==> config.mk <==
export PLATFORM = sky130hd
export DESIGN_NAME = cos_supervisor
export DESIGN_NICKNAME = d
export VERILOG_FILES = /design/src/rtl/cos_pkg.sv /design/src/rtl/cos_supervisor.sv
export VERILOG_INCLUDE_DIRS = /design/src /design/src/rtl
export SDC_FILE = /design/constraint.sdc
export NUM_CORES = 1
export LEC_CHECK = 0
export BUFFER_PORTS_ARGS = -buffer_cell sky130_fd_sc_hd__buf_4
export CAP_MARGIN = 20
export CORE_MARGIN = 1
export CORE_UTILIZATION = 50
export CTS_CLUSTER_SIZE = 14
export DETAILED_ROUTE_END_ITERATION = 6
export GPL_ROUTABILITY_DRIVEN = 0
export PLACE_DENSITY = 0.77
export SLEW_MARGIN = 0
export SYNTH_ARGS = -nofsm -noshare
export SYNTH_HDL_FRONTEND = slang
export SYNTH_SLANG_ARGS = --single-unit
==> constraint.sdc <==
create_clock -name CLK_SYS_I -period 12.1 [get_ports CLK_SYS_I]
set_input_delay 1.21 -clock CLK_SYS_I [delete_from_list [all_inputs] [get_ports CLK_SYS_I]]
set_output_delay 1.21 -clock CLK_SYS_I [all_outputs]
set_load 0.01 [all_outputs]
==> src/rtl/cos_cfg.svh <==
// constants for the ceiling overspeed supervisor
`ifndef COS_CFG_SVH
`define COS_CFG_SVH

`define COS_SPD_W 9
`define COS_FI_MARGIN 9'h003
`define COS_SI_MARGIN 9'h005
`define COS_FI_MARGIN_RR 9'h002
`define COS_SI_MARGIN_RR 9'h004
`define COS_SPD_MAX 9'h1ff
`define COS_SPD_ZERO 9'h000

`define COS_ADDR_W 4
`define COS_ADDR_CTRL 4'h0
`define COS_ADDR_STAT 4'h1
`define COS_ADDR_IRQ_STAT 4'h2
`define COS_ADDR_IRQ_MASK 4'h3
`define COS_ADDR_NOMINAL 4'h4
`define COS_ADDR_FIRST 4'h5
`define COS_ADDR_SECOND 4'h6

`define COS_CTRL_RST 4'h7
`define COS_CTRL_ENABLE 0
`define COS_CTRL_SB_CFG 1
`define COS_CTRL_TCO_CFG 2
`define COS_IRQ_W 4
`define COS_IRQ_SB 0
`define COS_IRQ_EB 1
`define COS_IRQ_DROP 2
`define COS_IRQ_REVOKE 3

`endif

==> src/rtl/cos_pkg.sv <==
// types for the ceiling overspeed supervisor
`default_nettype none
package cos_pkg;

  typedef enum logic [10:0] {
    COS_MODE_SELF_TEST = 11'h001,
    COS_MODE_NO_CAB = 11'h002,
    COS_MODE_CAB_CHOSEN = 11'h004,
    COS_MODE_BYPASS = 11'h008,
    COS_MODE_MAINT = 11'h010,
    COS_MODE_CODED = 11'h020,
    COS_MODE_TRANS_CODED = 11'h040,
    COS_MODE_SPOT = 11'h080,
    COS_MODE_SPOT_CODE = 11'h100,
    COS_MODE_SPOT_DEGR = 11'h200,
    COS_MODE_OTHER = 11'h400
  } cos_mode_t;

  typedef struct packed {
    logic [8:0] mode_spd;
    logic [8:0] max_train;
    logic [8:0] coded;
    logic [8:0] line;
    logic [8:0] signalling;
    logic [8:0] temp_restr;
  } cos_ceil_t;

  typedef struct packed {
    logic service_brake;
    logic traction_cut;
    logic emergency_brake;
  } cos_demand_t;

  typedef struct packed {
    logic [3:0] addr;
    logic read;
    logic write;
    logic [31:0] writedata;
  } cos_bus_req_t;

  typedef enum logic [1:0] {
    COS_BUS_IDLE = 2'b01,
    COS_BUS_ACK = 2'b10
  } cos_bus_st_t;

  typedef struct packed {
    cos_bus_st_t bus_st;
    logic [31:0] rdata;
    logic [2:0] ctrl;
    logic [3:0] irq_stat;
    logic [3:0] irq_mask;
    logic irq;
    logic [8:0] nominal;
    logic [8:0] first;
    logic [8:0] second;
    logic [8:0] prev_nominal;
    logic [8:0] drop_second;
    logic drop_active;
    logic csm_active;
    logic tsm_applies;
    logic rsm_applies;
    cos_demand_t dem;
  } cos_state_t;

endpackage
`default_nettype wire

==> src/rtl/cos_supervisor.sv <==
// ceiling overspeed supervisor: thresholds, brake demands, avalon-mm registers
//
// Our own choices: the register offsets and the Avalon-MM register port.
`include "cos_cfg.svh"
`timescale 1ns/1ps
`default_nettype none

module cos_supervisor
  import cos_pkg::*;
#(
  parameter int SPD_W = `COS_SPD_W
) (
  input wire logic CLK_SYS_I,
  input wire logic RST_I,
  input wire cos_ceil_t CEIL_I,
  input wire cos_mode_t MODE_I,
  input wire logic CREEP_RELEASE_I,
  input wire logic TSR_DECEL_I,
  input wire logic [8:0] TRAIN_SPEED_I,
  input wire logic TRACTION_DEMAND_I,
  input wire logic [3:0] AVS_ADDRESS_I,
  input wire logic AVS_READ_I,
  input wire logic AVS_WRITE_I,
  input wire logic [31:0] AVS_WRITEDATA_I,
  output logic [31:0] AVS_READDATA_O,
  output logic AVS_WAITREQUEST_O,
  output var cos_demand_t DEMAND_O,
  output logic [8:0] PERMITTED_O,
  output logic [8:0] FIRST_O,
  output logic [8:0] SECOND_O,
  output logic CSM_ACTIVE_O,
  output logic TSM_APPLIES_O,
  output logic RSM_APPLIES_O,
  output logic IRQ_O
);

  // ----------------------------------------------------------------
  // elaboration checks
  // ----------------------------------------------------------------
  if (SPD_W != `COS_SPD_W) begin : g_bad_width
    $error("speed width must match the configured speed width");
  end

  // ----------------------------------------------------------------
  // helpers
  // ----------------------------------------------------------------
  // saturating add so a ceiling near full scale cannot wrap to a low threshold
  function automatic logic [8:0] sat_add(input logic [8:0] a, input logic [8:0] b);
    logic [9:0] s;
    s = {1'b0, a} + {1'b0, b};
    if (s[9]) begin
      sat_add = `COS_SPD_MAX;
    end else begin
      sat_add = s[8:0];
    end
  endfunction

  function automatic logic [8:0] min2(input logic [8:0] a, input logic [8:0] b);
    min2 = (a < b) ? a : b;
  endfunction

  function automatic logic is_coded(input cos_mode_t m);
    is_coded = (m == COS_MODE_CODED) || (m == COS_MODE_TRANS_CODED);
  endfunction

  function automatic logic is_spot(input cos_mode_t m);
    is_spot = (m == COS_MODE_SPOT) || (m == COS_MODE_SPOT_CODE) ||
              (m == COS_MODE_SPOT_DEGR);
  endfunction

  // ----------------------------------------------------------------
  // state
  // ----------------------------------------------------------------
  cos_state_t st;
  cos_state_t next_st;
  logic [8:0] next_nominal;
  logic [8:0] fi_margin;
  logic [8:0] si_margin;
  logic [8:0] new_first;
  logic [8:0] new_second;
  logic csm_mode;
  logic revoke_ok;
  logic [3:0] events;
  cos_bus_req_t req;

  assign req = '{addr: AVS_ADDRESS_I, read: AVS_READ_I, write: AVS_WRITE_I,
                 writedata: AVS_WRITEDATA_I};

  always_comb begin
    next_st = st;
    events = 4'h0;

    // ----------------------------------------------------------------
    // ceilings and margins
    // ----------------------------------------------------------------
    next_nominal = min2(min2(min2(CEIL_I.mode_spd, CEIL_I.max_train),
                             min2(CEIL_I.coded, CEIL_I.line)),
                        min2(CEIL_I.signalling, CEIL_I.temp_restr));
    if (is_coded(MODE_I) && CREEP_RELEASE_I) begin
      fi_margin = `COS_FI_MARGIN_RR;
      si_margin = `COS_SI_MARGIN_RR;
    end else begin
      fi_margin = `COS_FI_MARGIN;
      si_margin = `COS_SI_MARGIN;
    end
    new_first = sat_add(next_nominal, fi_margin);
    new_second = sat_add(next_nominal, si_margin);

    csm_mode = !(MODE_I inside {COS_MODE_SELF_TEST, COS_MODE_NO_CAB,
                                COS_MODE_CAB_CHOSEN, COS_MODE_BYPASS, COS_MODE_MAINT});
    next_st.csm_active = csm_mode && st.ctrl[`COS_CTRL_ENABLE];
    next_st.tsm_applies = is_spot(MODE_I) ||
                          (TSR_DECEL_I && !csm_mode ? 1'b0 : TSR_DECEL_I &&
                           (MODE_I inside {COS_MODE_CODED, COS_MODE_OTHER}));
    next_st.rsm_applies = is_spot(MODE_I);

    // ----------------------------------------------------------------
    // drop tracking in coded modes
    // ----------------------------------------------------------------
    next_st.prev_nominal = next_nominal;
    if (!is_coded(MODE_I)) begin
      next_st.drop_active = 1'b0;
    end else if (next_nominal < st.prev_nominal &&
                 TRAIN_SPEED_I >= new_second) begin
      next_st.drop_active = 1'b1;
      next_st.drop_second = st.drop_active ? st.drop_second :
                            sat_add(st.prev_nominal, si_margin);
      events[`COS_IRQ_DROP] = 1'b1;
    end else if (st.drop_active && TRAIN_SPEED_I < new_second) begin
      next_st.drop_active = 1'b0;
    end

    next_st.nominal = next_nominal;
    next_st.first = new_first;
    next_st.second = next_st.drop_active ? next_st.drop_second : new_second;

    // ----------------------------------------------------------------
    // brake intervention, compared against the registered thresholds
    // ----------------------------------------------------------------
    revoke_ok = !TRACTION_DEMAND_I;
    if (!st.csm_active) begin
      if (revoke_ok) begin
        next_st.dem = '0;
      end
    end else if (TRAIN_SPEED_I >= st.second) begin
      next_st.dem.emergency_brake = 1'b1;
    end else if (TRAIN_SPEED_I >= st.first) begin
      if (st.ctrl[`COS_CTRL_SB_CFG]) begin
        next_st.dem.service_brake = 1'b1;
      end else begin
        next_st.dem.emergency_brake = 1'b1;
      end
      if (st.ctrl[`COS_CTRL_TCO_CFG]) begin
        next_st.dem.traction_cut = 1'b1;
      end
    end else if (TRAIN_SPEED_I > st.nominal) begin
      next_st.dem = st.dem;
    end else if (revoke_ok) begin
      if (st.dem != '0) begin
        events[`COS_IRQ_REVOKE] = 1'b1;
      end
      next_st.dem = '0;
    end
    if (next_st.dem.service_brake && !st.dem.service_brake) begin
      events[`COS_IRQ_SB] = 1'b1;
    end
    if (next_st.dem.emergency_brake && !st.dem.emergency_brake) begin
      events[`COS_IRQ_EB] = 1'b1;
    end

    // ----------------------------------------------------------------
    // avalon-mm slave: one wait cycle, then answer
    // ----------------------------------------------------------------
    case (st.bus_st)
      COS_BUS_IDLE: begin
        if (req.read || req.write) begin
          next_st.bus_st = COS_BUS_ACK;
          next_st.rdata = 32'h0000_0000;
          if (req.addr == `COS_ADDR_CTRL) begin
            next_st.rdata = {29'h0, st.ctrl};
          end else if (req.addr == `COS_ADDR_STAT) begin
            next_st.rdata = {26'h0, st.tsm_applies, st.rsm_applies, st.drop_active,
                             st.dem.emergency_brake, st.dem.traction_cut,
                             st.dem.service_brake};
          end else if (req.addr == `COS_ADDR_IRQ_STAT) begin
            next_st.rdata = {28'h0, st.irq_stat};
          end else if (req.addr == `COS_ADDR_IRQ_MASK) begin
            next_st.rdata = {28'h0, st.irq_mask};
          end else if (req.addr == `COS_ADDR_NOMINAL) begin
            next_st.rdata = {23'h0, st.nominal};
          end else if (req.addr == `COS_ADDR_FIRST) begin
            next_st.rdata = {23'h0, st.first};
          end else if (req.addr == `COS_ADDR_SECOND) begin
            next_st.rdata = {23'h0, st.second};
          end
        end
      end
      COS_BUS_ACK: begin
        next_st.bus_st = COS_BUS_IDLE;
        if (req.write) begin
          if (req.addr == `COS_ADDR_CTRL) begin
            next_st.ctrl = req.writedata[2:0];
          end else if (req.addr == `COS_ADDR_IRQ_STAT) begin
            next_st.irq_stat = st.irq_stat & ~req.writedata[3:0];
          end else if (req.addr == `COS_ADDR_IRQ_MASK) begin
            next_st.irq_mask = req.writedata[3:0];
          end
        end
      end
      default: begin
        next_st.bus_st = COS_BUS_IDLE;
      end
    endcase

    // set wins over a same-cycle clear
    next_st.irq_stat = next_st.irq_stat | events;
    next_st.irq = |(next_st.irq_stat & next_st.irq_mask);
  end

  always_ff @(posedge CLK_SYS_I) begin
    if (RST_I) begin
      st <= '{bus_st: COS_BUS_IDLE, ctrl: 3'(`COS_CTRL_RST), default: '0};
    end else begin
      st <= next_st;
    end
  end

  // ----------------------------------------------------------------
  // outputs, all from flops
  // ----------------------------------------------------------------
  assign AVS_READDATA_O = st.rdata;
  // only the idle code has its low bit set, so the flop bit is the wait flag
  assign AVS_WAITREQUEST_O = st.bus_st[0];
  assign DEMAND_O = st.dem;
  assign PERMITTED_O = st.nominal;
  assign FIRST_O = st.first;
  assign SECOND_O = st.second;
  assign CSM_ACTIVE_O = st.csm_active;
  assign TSM_APPLIES_O = st.tsm_applies;
  assign RSM_APPLIES_O = st.rsm_applies;
  assign IRQ_O = st.irq;

endmodule

`default_nettype wire

==> Word-level counts from Yosys, hierarchy flattened <==
Cells that the tools add are included.
W data, S select, Z words.
{ "totals": {"ff_bits": 89, "input_bits": 117, "word_cells": 133} }
{ "classes": {"add_sub_neg": 3, "n_lt_le_gt_ge": 11, "n_eq_ne": 22, "n_mux": 50, "n_bitwise": 5, "reduce_logical": 25} }
{ "op_table": {"columns": ["operator", "n"], "rows": [
  ["$mux W32", 6],
  ["$mux W9", 13],
  ["$lt A9 B9 Y1", 7],
  ["$add A9 B9 Y10", 3],
  ["$ge A9 B9 Y1", 3],
  ["$mux W8", 3],
  ["$mux W1", 20],
  ["$eq A4 B3 Y1 const B", 3],
  ["$mux W3", 4],
  ["$mux W4", 3],
  ["$eq A11 B1 Y1 const B", 1],
  ["$eq A11 B10 Y1 const B", 1],
  ["$eq A11 B11 Y1 const B", 1],
  ["$eq A11 B2 Y1 const B", 1],
  ["$eq A11 B3 Y1 const B", 1],
  ["$eq A11 B4 Y1 const B", 1],
  ["$eq A11 B5 Y1 const B", 1],
  ["$eq A11 B6 Y1 const B", 1],
  ["$eq A11 B7 Y1 const B", 1],
  ["$eq A11 B8 Y1 const B", 1],
  ["$eq A11 B9 Y1 const B", 1],
  ["$gt A9 B9 Y1", 1],
  ["$and A4 B4 Y4", 2],
  ["$eq A4 B2 Y1 const B", 2],
  ["20 further kinds", 35]
]} }

==> Logic depth before layout (Yosys ltp) <==
Gate-level depths: netlist of run 1.
{ "logic_depth": {"ltp_word": 15, "mapped_depth": 46, "ltp_nobuf": 42} }

==> Worst setup path before layout of run 1 <==
OpenSTA, ideal clock, no wires.
{ "synth_path": {"kind": "input to register", "from": "in CEIL_I[40] (netlist bit)", "to": "reg st (netlist bit SECOND_O[4])", "setup_time_ns": 0.127, "arrival_ns": 9.198, "slack_ns": 2.775, "stages": 38, "cell_sequence": "inv_1 -> ha_1 -> a211oi_1 -> o21ai_2 -> a21oi_1 -> buf_2 -> mux2i_1 -> inv_1 -> ha_1 -> nand2_1 -> o21ai_1 -> a211o_1 -> or2_2 -> a221oi_2 -> nor2_1 -> buf_2 -> a21oi_1 -> ha_1 -> [... 2 more ...] -> or4bb_1 -> nor4_2 -> nor3_4 -> buf_6 -> mux2_2 -> ha_1 -> nor3b_1 -> or3_1 -> a21oi_1 -> ha_1 -> o21a_1 -> o21a_1 -> o21ai_0 -> a21o_1 -> a2111oi_2 -> buf_2 -> mux2i_1 -> o22ai_1"} }
{ "synth_between": {"elab_chain_len": 14, "elab_cells_between_ends": 19, "classes_between": "add/sub: 1; order compare: 6; mux: 10; reduce/logical: 2"} }
{ "synth_rtl": {"columns": ["item", "line_no", "rtl"], "rows": [
  ["start, declared", "cos_supervisor.sv:15", "input wire cos_ceil_t CEIL_I,"],
  ["$lt A9 B9 Y1", "cos_supervisor.sv:59", "min2 = (a < b) ? a : b;"],
  ["$mux W9 *", "cos_supervisor.sv:59", null],
  ["$lt A9 B9 Y1", "cos_supervisor.sv:59", null],
  ["$mux W9 *", "cos_supervisor.sv:59", null],
  ["$lt A9 B9 Y1", "cos_supervisor.sv:59", null],
  ["$mux W9 *", "cos_supervisor.sv:59", null],
  ["named net next_nominal[1]", "cos_supervisor.sv:76", "logic [8:0] next_nominal;"],
  ["$add A9 B9 Y10", "cos_supervisor.sv:50", "s = {1'b0, a} + {1'b0, b};"],
  ["$mux W9", "cos_supervisor.sv:51", "if (s[9]) begin"],
  ["$lt A9 B9 Y1", "cos_supervisor.sv:129", "end else if (st.drop_active && TRAIN_SPEED_I < new_second) begin"],
  ["$logic_and A1 B1 Y1", "cos_supervisor.sv:129", null],
  ["$mux W1", "cos_supervisor.sv:129", null],
  ["$mux W1", "cos_supervisor.sv:123", "end else if (next_nominal < st.prev_nominal &&"],
  ["$mux W1", "cos_supervisor.sv:121", "if (!is_coded(MODE_I)) begin"],
  ["$mux W9 *", "cos_supervisor.sv:135", "next_st.second = next_st.drop_active ? next_st.drop_second : new_second;"],
  ["end signal, assigned", "cos_supervisor.sv:224", "st <= next_st;"],
  ["end, declared", "cos_supervisor.sv:74", "cos_state_t st;"]
]} }
Mark *: on every way through the listed nets, which the timed path passes. The rest lies on a longest branch.
A chain may end at the register's enable or synchronous reset.

==> Worst setup path in the final report of run 1 <==
{ "layout_path": {"from": "in CEIL_I[40] (netlist bit)", "to": "reg st (netlist bit SECOND_O[1])"} }
Same word-level chain as after synthesis.

==> results.py, run 1 <==
metrics = {
    "outcome": {
        "status": "complete, no violations",
    },
    "critical_path": {
        "end_kind": "flop",
        "cp_num_buf_inv": 4,
        "arrival_ns": 10.88,
        "r2r_end": "IRQ_O$_SDFF_PP0_",
        "required_ns": 12.35,
        "crit_fanout": 21,
        "max_stage_delay_ns": 0.62,
        "crit_top_cell": "ha_1",
        "cp-start-kind": "input pin",
        "worstSetupPathType": "input pin to flop",
        "rrSetupSlack_ns": 8.63,
        "path_delay_family": "compound AO/OA/AOI/OAI gates",
        "rr_startpoint": "SECOND_O[0]$_SDFF_PP0_",
        "slowest_stage": "nor2_1",
        "rr_worst_depth": 12,
    },
    "clock_network": {
        "insertion_delay_ns": 0.34,
        "clockBufferDepth": 2,
        "root_buffer": "clkbuf_16",
        "cts_inserted_buffers": 9,
        "cts_hold_buf": 0,
        "cts_sinks": 66,
        "cts_resized": 0,
        "post_cts_buffers": 0,
        "clk_pin_slew_ns": 0.06,
        "cts_htree_levels": 3,
        "cts_tree": "built",
    },
    "layout": {
        "syn_to_final_growth_pct": 15.68,
        "n_antenna_cell": 0,
        "nets": 1135,
        "drive_gt1_share_pct": 20.75,
    },
    "routing": {
        "wirelength_um": 17820,
        "final_antenna_net_count": 0,
        "post-route-drc-count": 0,
        "wire_per_inst_um": 16.04,
        "detailroute.via_count": 6283,
        "first_pass_iters": 5,
        "via_per_inst": 5.655,
        "drt_iter0_markers": 517,
    },
    "timing": {
        "worst_pin_slew_ns": 0.9207,
        "post-route-min-period_ns": 10.63,
        "fin_skew_ns": 0.01099,
        "tns_ns": 0,
        "setup_violations": 0,
        "slew_headroom_pct": 38.42,
        "drv_slew": 0,
        "fmax_mhz": 94.08,
        "rsz0062_at_grt": "no",
        "timing.final.crit_share_pct": 87.84,
        "final_hold_viol_count": 0,
    },
    "logic_synthesis": {
        "synth.most_common_cell": "ha_1",
        "netlist_area_mm2": 0.006808,
        "yosys-top-cells-count": "ha_1 (88), inv_1 (85), dfxtp_1 (66)",
        "syn_inst": 848,
        "synth_area_leaders": "dfxtp_1 (19%), ha_1 (16%), buf_4 (6.9%), mux2i_1 (6.8%), inv_1 (4.7%)",
        "syn_area_per_cell_um2": 8.028,
        "synth_edf_count": 0,
        "synth_cell_type_count": 83,
        "synth_flop_cell": "dfxtp_1",
        "yosysWarnings": 0,
        "ys_seq_area_share_pct": 19.41,
        "synth_top_area_cell": "dfxtp_1",
        "async_flop_share_pct": 0,
        "ys_ff_latch": 66,
        "synth_top_area_share_pct": 19.41,
    },
    "grt": {
        "grt_max_degree": 62,
        "antenna_found_initial": 0,
        "grt_pass1_wl_um": 29000,
        "grtUsageTotal_pct": 25.64,
        "grt_pass1_vias": 5905,
        "grt_overflow": 0,
    },
    "power_and_ir_drop": {
        "p_total_w": 0.001487,
        "swShare_pct": 44.14,
        "power.share.clock_pct": 19.2,
        "pwr-share-comb_pct": 59.6,
        "p_int_w": 0.0008308,
        "p_leak_nw": 3.687,
        "power.density_mw_per_mm2": 188.9,
        "p_sw_w": 0.0006566,
        "power_frac_seq_pct": 21.2,
        "peakVddDrop_v": 0.0001053,
    },
    "floorplanning": {
        "die_w_um": 118.7,
        "core.rowCount": 42,
        "io_pins": 184,
        "start_util_pct": 51.41,
        "dieArea_mm2": 0.01409,
        "core_area_mm2": 0.01324,
        "fp.dieH_um": 118.7,
    },
    "run": {
        "drv_cap": 0,
    },
    "placed_design": {
        "place_hpwl_um": 14460,
        "io_buffers": 132,
    },
    "min_path": {
        "min_to": "AVS_READDATA_O[0]$_SDFFE_PP0P_",
        "worstHoldStart": "AVS_READDATA_O[0]$_SDFFE_PP0P_",
        "min_path_type": "flop to flop",
        "whs_path_depth": 2,
    },
}
-- layout make-up --
type / count / area [um2]
Tap cell: 176 / 220.2
Timing Repair Buffer: 136 / 1021
Fill cell: 1223 / 5368
Clock buffer: 9 / 225.2
Inverter: 86 / 322.8
Multi-Input combinational cell: 631 / 4662
Sequential cell: 66 / 1321
Clock inverter: 7 / 102.6
-- flip-flops by register name, summed over array words and instances, names as in the netlist --
signal             count
st                    31
TSM_APPLIES_O          1
AVS_WAITREQUEST_O      1
CSM_ACTIVE_O           1
RSM_APPLIES_O          1
IRQ_O                  1
DEMAND_O               3
AVS_READDATA_O         9
SECOND_O               9
FIRST_O                9
-- how the worst max path moves through the flow --
stage / start / end / depth (start not counted)
2_1_floorplan: CEIL_I[40] / SECOND_O[4]$_SDFF_PP0_ / 38
3_3_place_gp: CEIL_I[40] / SECOND_O[7]$_SDFF_PP0_ / 38
3_5_place_dp: CEIL_I[40] / SECOND_O[1]$_SDFF_PP0_ / 38
4_1_cts: CEIL_I[39] / SECOND_O[1]$_SDFF_PP0_ / 38
5_1_grt: CEIL_I[39] / SECOND_O[3]$_SDFF_PP0_ / 38
6_report: CEIL_I[40] / SECOND_O[1]$_SDFF_PP0_ / 38
-- routing by layer --
metal / part of all wire, % / routed length (um) / GRT usage (%) / vias to the layer above
li1: - / - / - / 3139
met1: 45 / 7958 / 33.80 / 2875
met2: 46 / 8260 / 42.00 / 230
met3: 6.7 / 1195 / 4.585 / 39
met4: 2.3 / 405 / 8.544 / 0
met5: 0 / 0 / 0 / -
-- cell families after synthesis --
| logic type | share of synthesized area (%) |
|---|---|
| AOI/OAI and AO/OA | 22.24 |
| and+or+nand+nor | 16.61 |
| buffers and inverters | 13.32 |
| adders and majority gates | 16.17 |
| DFF | 19.41 |
| muxes | 10.26 |
| xor gates and xnor gates | 1.930 |
| other | 0.05508 |
-- worst register-to-register path, delay by kind of cell, from the launching register on --
family | cells | cell delay, ns
AOI/OAI and AO/OA | 8 | 1.88
and+or+nand+nor | 3 | 0.93
DFF | 1 | 0.37
adders and majority gates | 1 | 0.24
-- cell usage in the layout, fill, tap and decap left out, types with 4 or more instances in the layout --
master       n
o21ai_0     39
dfxtp_1     66
nand2_1     42
a211oi_1     8
buf_4      136
o21ai_1      5
nand3b_1     6
nand2b_1     8
nor4_1       6
o21a_1      15
nand4_1     12
or2_2        7
mux2_2      10
inv_1       85
a22oi_1      9
nor3_1      18
o211ai_1     8
o22ai_1      7
a21oi_1     61
mux2i_1     46
xnor2_1     10
nor2b_1     12
a21o_1      17
ha_1        88
o31ai_1      5
nand3_1     14
xor2_1       5
nor3b_1      6
o2111ai_1    4
nor2_1      64
a211o_1      6
clkbuf_16    9
or4_1        5
conb_1      23
-- stage by stage --
stage / hold WS, ns / setup slack, ns / instance area (um2) / cells / utilization [%]
after global placement: 0.4443 / 1.311 / 7547 / 1095 / 56.99
final: 0.4579 / 1.471 / 7875 / 1111 / 59.47
after global routing: 0.4782 / 0.6753 / 7875 / 1111 / 59.47
after floorplan: 0.4323 / 2.775 / 6890 / 870 / -
after detailed placement: 0.4484 / 1.261 / 7547 / 1095 / 56.99
after CTS: 0.4586 / 1.548 / 7875 / 1111 / 59.47
-- power by group through the flow --
stage / sequential (W) / combinational (W) / clock [W]
2_1_floorplan: 0.000296 / 0.000685 / 0
3_3_place_gp: 0.000318 / 0.000848 / 0
3_5_place_dp: 0.000319 / 0.000864 / 0
4_1_cts: 0.000315 / 0.000875 / 0.000285
5_1_grt: 0.000321 / 0.000986 / 0.000299
6_report: 0.000316 / 0.000886 / 0.000285
Power figures use the tool's default switching activity.
==> run 2: changes to the inputs <==
Settings changed: SLEW_MARGIN 0 to 20.
Clock period 12.1 ns to 11.4 ns, I/O delays scaled along.
==> results.py, run 2 (synthesis results as in run 1) <==
metrics = {
    "clock_network": {
        "root_buffer": "clkbuf_16",
        "clk_pin_slew_ns": 0.06,
        "cts_htree_levels": 3,
        "insertion_delay_ns": 0.34,
        "post_cts_buffers": 0,
        "cts_sinks": 66,
        "cts_hold_buf": 0,
        "clockBufferDepth": 2,
        "cts_resized": 0,
        "cts_tree": "built",
        "cts_inserted_buffers": 9,
    },
    "grt": {
        "grtUsageTotal_pct": 24.99,
        "grt_overflow": 0,
        "antenna_found_initial": 0,
        "grt_pass1_wl_um": 28280,
        "grt_max_degree": 62,
        "grt_pass1_vias": 5887,
    },
    "run": {
        "drv_cap": 0,
    },
    "routing": {
        "drt_iter0_markers": 473,
        "wirelength_um": 17540,
        "wire_per_inst_um": 15.74,
        "first_pass_iters": 5,
        "detailroute.via_count": 6325,
        "final_antenna_net_count": 0,
        "post-route-drc-count": 0,
        "via_per_inst": 5.678,
    },
    "layout": {
        "final_cell_mix": "buf_4 (139), ha_1 (88), inv_1 (85)",
        "fillers": 1218,
        "nets": 1138,
        "max_flop_register": "st",
        "regArea_mm2": 0.001321,
        "largest_register_ffs": 31,
        "multi_input_area_mm2": 0.004662,
        "final_area_mm2": 0.007878,
        "n_antenna_cell": 0,
        "drive_gt1_share_pct": 21.00,
        "final_common_cell": "buf_4",
        "syn_to_final_growth_pct": 15.71,
    },
    "placed_design": {
        "pre_cts_ws_ns": 1.015,
        "place_area_mm2": 0.007570,
        "io_buffers": 132,
        "place_hpwl_um": 14280,
    },
    "timing": {
        "hold_slack_ns": 0.4557,
        "final_hold_viol_count": 0,
        "tns_ns": 0,
        "worst_pin_slew_ns": 0.8220,
        "post-route-min-period_ns": 10.18,
        "rsz0062_at_grt": "no",
        "fmax_mhz": 98.19,
        "drv_slew": 0,
        "slew_headroom_pct": 44.96,
        "fin_skew_ns": 0.01023,
        "setup_violations": 0,
        "timing.final.crit_share_pct": 89.34,
        "fin_ws_ns": 1.215,
    },
    "min_path": {
        "min_to": "AVS_READDATA_O[0]$_SDFFE_PP0P_",
        "worstHoldStart": "AVS_READDATA_O[0]$_SDFFE_PP0P_",
        "whs_path_depth": 2,
        "min_path_type": "flop to flop",
    },
    "critical_path": {
        "r2r_end": "IRQ_O$_SDFF_PP0_",
        "cp-start-kind": "input pin",
        "end_kind": "flop",
        "required_ns": 11.64,
        "max_stage_delay_ns": 0.56,
        "rr_worst_depth": 12,
        "crit_top_cell": "o21a_1",
        "arrival_ns": 10.43,
        "worstSetupPathType": "input pin to flop",
        "rr_startpoint": "SECOND_O[0]$_SDFF_PP0_",
        "slowest_stage": "or4bb_1",
        "rrSetupSlack_ns": 7.98,
        "crit_fanout": 14,
    },
    "floorplanning": {
        "io_pins": 184,
        "start_util_pct": 51.41,
        "dieArea_mm2": 0.01409,
        "core.rowCount": 42,
        "die_w_um": 118.7,
        "core_area_mm2": 0.01324,
        "fp.dieH_um": 118.7,
    },
    "power_and_ir_drop": {
        "power.density_mw_per_mm2": 198.3,
        "p_total_w": 0.001562,
        "peakVddDrop_v": 0.0001029,
        "p_leak_nw": 3.686,
    },
    "outcome": {
        "status": "complete, no violations",
    },
}
run 2: worst max path at each step:
stage | from | to | slack (ns)
after global placement | CEIL_I[21] | SECOND_O[1]$_SDFF_PP0_ | 1.09
after detailed placement | CEIL_I[40] | SECOND_O[1]$_SDFF_PP0_ | 1.01
final | CEIL_I[21] | SECOND_O[1]$_SDFF_PP0_ | 1.22
after CTS | CEIL_I[40] | SECOND_O[1]$_SDFF_PP0_ | 1.31
after floorplan | CEIL_I[40] | SECOND_O[4]$_SDFF_PP0_ | 2.14
after global routing | CEIL_I[40] | SECOND_O[1]$_SDFF_PP0_ | 0.63
run 2: final cells by class:
| class | count | area share, % |
|---|---|---|
| multi-input cells | 631 | 59.18 |
| flip-flops and latches | 66 | 16.77 |
| repair buffers | 139 | 13.25 |
| inverters | 86 | 4.098 |
| clock buffers | 9 | 2.859 |
| well taps | 176 | 2.795 |
| clock inverters | 7 | 1.048 |
run 2: power by group:
| group | switching (W) | internal, W |
|---|---|---|
| sequential | 0.0000569 | 0.000279 |
| combinational | 0.000529 | 0.000411 |
| clock | 0.000114 | 0.000173 |
run 2: metrics by stage:
step           cells  utilization (%)
6_report        1114            59.49
5_1_grt         1114            59.49
4_1_cts         1114            59.49
3_5_place_dp    1098            57.16
3_3_place_gp    1098            57.16
2_1_floorplan    870                -
run 2: worst max-delay path: cells and delay by family:
kind | cells | cell delay (ns)
compound gates | 20 | 4.51
simple gates | 9 | 2.73
buf+inv | 3 | 0.34
mux | 1 | 0.46
fa+ha+maj | 4 | 1.23
run 2: per-layer routing:
metal	part of all wire, %	up-vias	global-route usage (%)	routed length [um]
met5	0	-	0	0
met4	1.5	0	7.991	259
met3	7.1	25	3.523	1241
met2	46	236	41.59	8082
met1	45	2917	33.11	7952
li1	-	3147	-	-
==> run 3: changes to the inputs <==
Settings changed: ABC_AREA set to 1, CTS_BUF_LIST set to sky130_fd_sc_hd__clkbuf_8 sky130_fd_sc_hd__clkbuf_16.
==> results.py, run 3 <==
metrics = {
    "floorplanning": {
        "die_w_um": 117.9,
        "io_pins": 184,
        "fp.dieH_um": 117.9,
        "start_util_pct": 52.16,
        "core_area_mm2": 0.01288,
        "core.rowCount": 41,
        "dieArea_mm2": 0.01390,
    },
    "timing": {
        "fin_ws_ns": 2.675,
        "setup_violations": 0,
        "timing.final.crit_share_pct": 76.54,
        "fmax_mhz": 114.6,
        "drv_slew": 0,
        "rsz0062_at_grt": "no",
        "tns_ns": 0,
        "worst_pin_slew_ns": 0.9155,
        "fin_skew_ns": 0.004993,
        "slew_headroom_pct": 38.10,
        "final_hold_viol_count": 0,
        "post-route-min-period_ns": 8.725,
    },
    "logic_synthesis": {
        "syn_area_per_cell_um2": 6.643,
        "synth_flop_cell": "dfxtp_1",
        "syn_inst": 1011,
        "async_flop_share_pct": 0,
        "ys_ff_latch": 66,
        "synth.most_common_cell": "nand2_1",
        "netlist_area_mm2": 0.006716,
        "yosysWarnings": 0,
        "synth_cell_type_count": 52,
        "synth_top_area_cell": "dfxtp_1",
        "yosys-top-cells-count": "nand2_1 (224), inv_1 (153), ha_1 (88)",
        "synth_area_leaders": "dfxtp_1 (20%), ha_1 (16%), nand2_1 (13%), inv_1 (8.6%), buf_4 (6.9%)",
        "ys_seq_area_share_pct": 19.67,
        "synth_edf_count": 0,
        "synth_top_area_share_pct": 19.67,
    },
    "critical_path": {
        "required_ns": 11.61,
        "slowest_stage": "nor4b_1",
        "crit_fanout": 17,
        "rr_worst_depth": 12,
        "max_stage_delay_ns": 0.75,
        "end_kind": "flop",
        "worstSetupPathType": "input pin to flop",
        "crit_top_cell": "nand2_1",
        "r2r_end": "SECOND_O[3]$_SDFF_PP0_",
        "cp-start-kind": "input pin",
        "rr_startpoint": "st[20]$_SDFF_PP0_",
        "arrival_ns": 8.93,
        "rrSetupSlack_ns": 8.30,
    },
    "layout": {
        "drive_gt1_share_pct": 19.19,
        "largest_register_ffs": 31,
        "final_cell_mix": "nand2_1 (224), inv_1 (153), buf_4 (132)",
        "n_antenna_cell": 0,
        "final_common_cell": "nand2_1",
        "fillers": 1246,
        "syn_to_final_growth_pct": 16.00,
        "max_flop_register": "st",
        "nets": 1306,
    },
    "clock_network": {
        "cts_htree_levels": 3,
        "clk_pin_slew_ns": 0.06,
        "cts_inserted_buffers": 9,
        "cts_tree": "built",
        "cts_resized": 0,
        "post_cts_buffers": 0,
        "clockBufferDepth": 2,
        "insertion_delay_ns": 0.33,
        "root_buffer": "clkbuf_16",
        "cts_hold_buf": 0,
        "cts_sinks": 66,
    },
    "power_and_ir_drop": {
        "p_int_w": 0.0008140,
        "peakVddDrop_v": 0.00008980,
        "power.density_mw_per_mm2": 194.9,
        "pwr-share-comb_pct": 59.6,
        "power.share.clock_pct": 19.5,
        "power_frac_seq_pct": 20.9,
        "swShare_pct": 46.40,
        "p_sw_w": 0.0007047,
        "p_leak_nw": 4.119,
    },
    "min_path": {
        "min_to": "AVS_READDATA_O[1]$_SDFFE_PP0P_",
        "whs_path_depth": 2,
        "worstHoldStart": "AVS_READDATA_O[1]$_SDFFE_PP0P_",
        "min_path_type": "flop to flop",
    },
    "run": {
        "drv_cap": 0,
    },
    "routing": {
        "wirelength_um": 16990,
        "post-route-drc-count": 3,
        "first_pass_iters": 7,
        "final_antenna_net_count": 0,
        "detailroute.via_count": 6564,
        "via_per_inst": 5.140,
        "wire_per_inst_um": 13.30,
        "drt_iter0_markers": 385,
    },
    "grt": {
        "grt_overflow": 0,
        "grt_max_degree": 52,
        "grtUsageTotal_pct": 24.90,
        "antenna_found_initial": 0,
        "grt_pass1_vias": 6151,
        "grt_pass1_wl_um": 28180,
    },
    "outcome": {
        "violations": "DRC",
        "status": "finished, violations left",
    },
    "placed_design": {
        "io_buffers": 132,
        "place_hpwl_um": 14030,
        "pre_cts_ws_ns": 2.564,
    },
}
run 3: cell families after synthesis:
group	count (synthesis)	share of synthesized area, %
other	1	0.05583
muxes	2	0.2981
adders and majority gates	88	16.39
buffers and inverters	233	16.84
and+or+nand+nor	443	30.66
AOI/OAI and AO/OA	169	14.90
DFF	66	19.67
xor gates and xnor gates	9	1.174
run 3: how the worst max path moves through the flow:
stage | startpoint | endpoint | slack [ns] | depth (start not counted)
floorplan | CEIL_I[26] | SECOND_O[3]$_SDFF_PP0_ | 3.84 | 47
global placement | CEIL_I[26] | SECOND_O[3]$_SDFF_PP0_ | 2.61 | 46
detailed placement | CEIL_I[26] | SECOND_O[5]$_SDFF_PP0_ | 2.56 | 46
CTS | CEIL_I[26] | SECOND_O[3]$_SDFF_PP0_ | 2.85 | 46
global route | CEIL_I[22] | SECOND_O[3]$_SDFF_PP0_ | 2.05 | 49
finish | CEIL_I[26] | SECOND_O[3]$_SDFF_PP0_ | 2.67 | 46
run 3: area by class of cell:
cell class                      instances  area, um2  share of cell area (%)
Tap cell                              172      215.2                   2.762
Clock inverter                          5      78.83                   1.012
Sequential cell                        66       1321                   16.96
Multi-Input combinational cell        734       4353                   55.87
Inverter                              158      593.1                   7.612
Clock buffer                           10      239.0                   3.067
Timing Repair Buffer                  132      991.0                   12.72
run 3: metal layers:
metal  global-route usage, %  share of wire (%)  wire [um]  up-vias
met5                       0                  0          0        -
met4                   11.54                3.2        542        0
met3                   4.070                5.9       1003       44
met2                   43.05                 48       8141      212
met1                   29.97                 43       7299     2906
li1                        -                  -          -     3402
run 3: metrics by stage:
| stage | utilization [%] | instances | instance area (um2) | total power, W | hold slack, ns |
|---|---|---|---|---|---|
| 2_1_floorplan | - | 1033 | 6799 | 0.001012 | 0.4318 |
| 3_3_place_gp | 57.99 | 1262 | 7467 | 0.001199 | 0.4549 |
| 3_5_place_dp | 57.99 | 1262 | 7467 | 0.001214 | 0.4613 |
| 4_1_cts | 60.46 | 1277 | 7785 | 0.001518 | 0.4698 |
| 5_1_grt | 60.51 | 1277 | 7791 | 0.001661 | 0.4796 |
| 6_report | 60.51 | 1277 | 7791 | 0.001519 | 0.4652 |
run 3: worst max-delay path: cells and delay by family:
kind / cells / cell delay (ns)
buf+inv: 7 / 0.71
fa+ha+maj: 6 / 1.60
compound gates: 9 / 2.22
simple gates: 24 / 3.25
run 3: power by group through the flow:
| stage | logic, W | registers, W | clock network, W |
|---|---|---|---|
| after detailed placement | 0.000892 | 0.000322 | 0 |
| after global placement | 0.000878 | 0.000321 | 0 |
| after CTS | 0.000900 | 0.000318 | 0.000300 |
| after floorplan | 0.000707 | 0.000305 | 0 |
| after global routing | 0.00103 | 0.000324 | 0.000311 |
| final | 0.000905 | 0.000318 | 0.000296 |
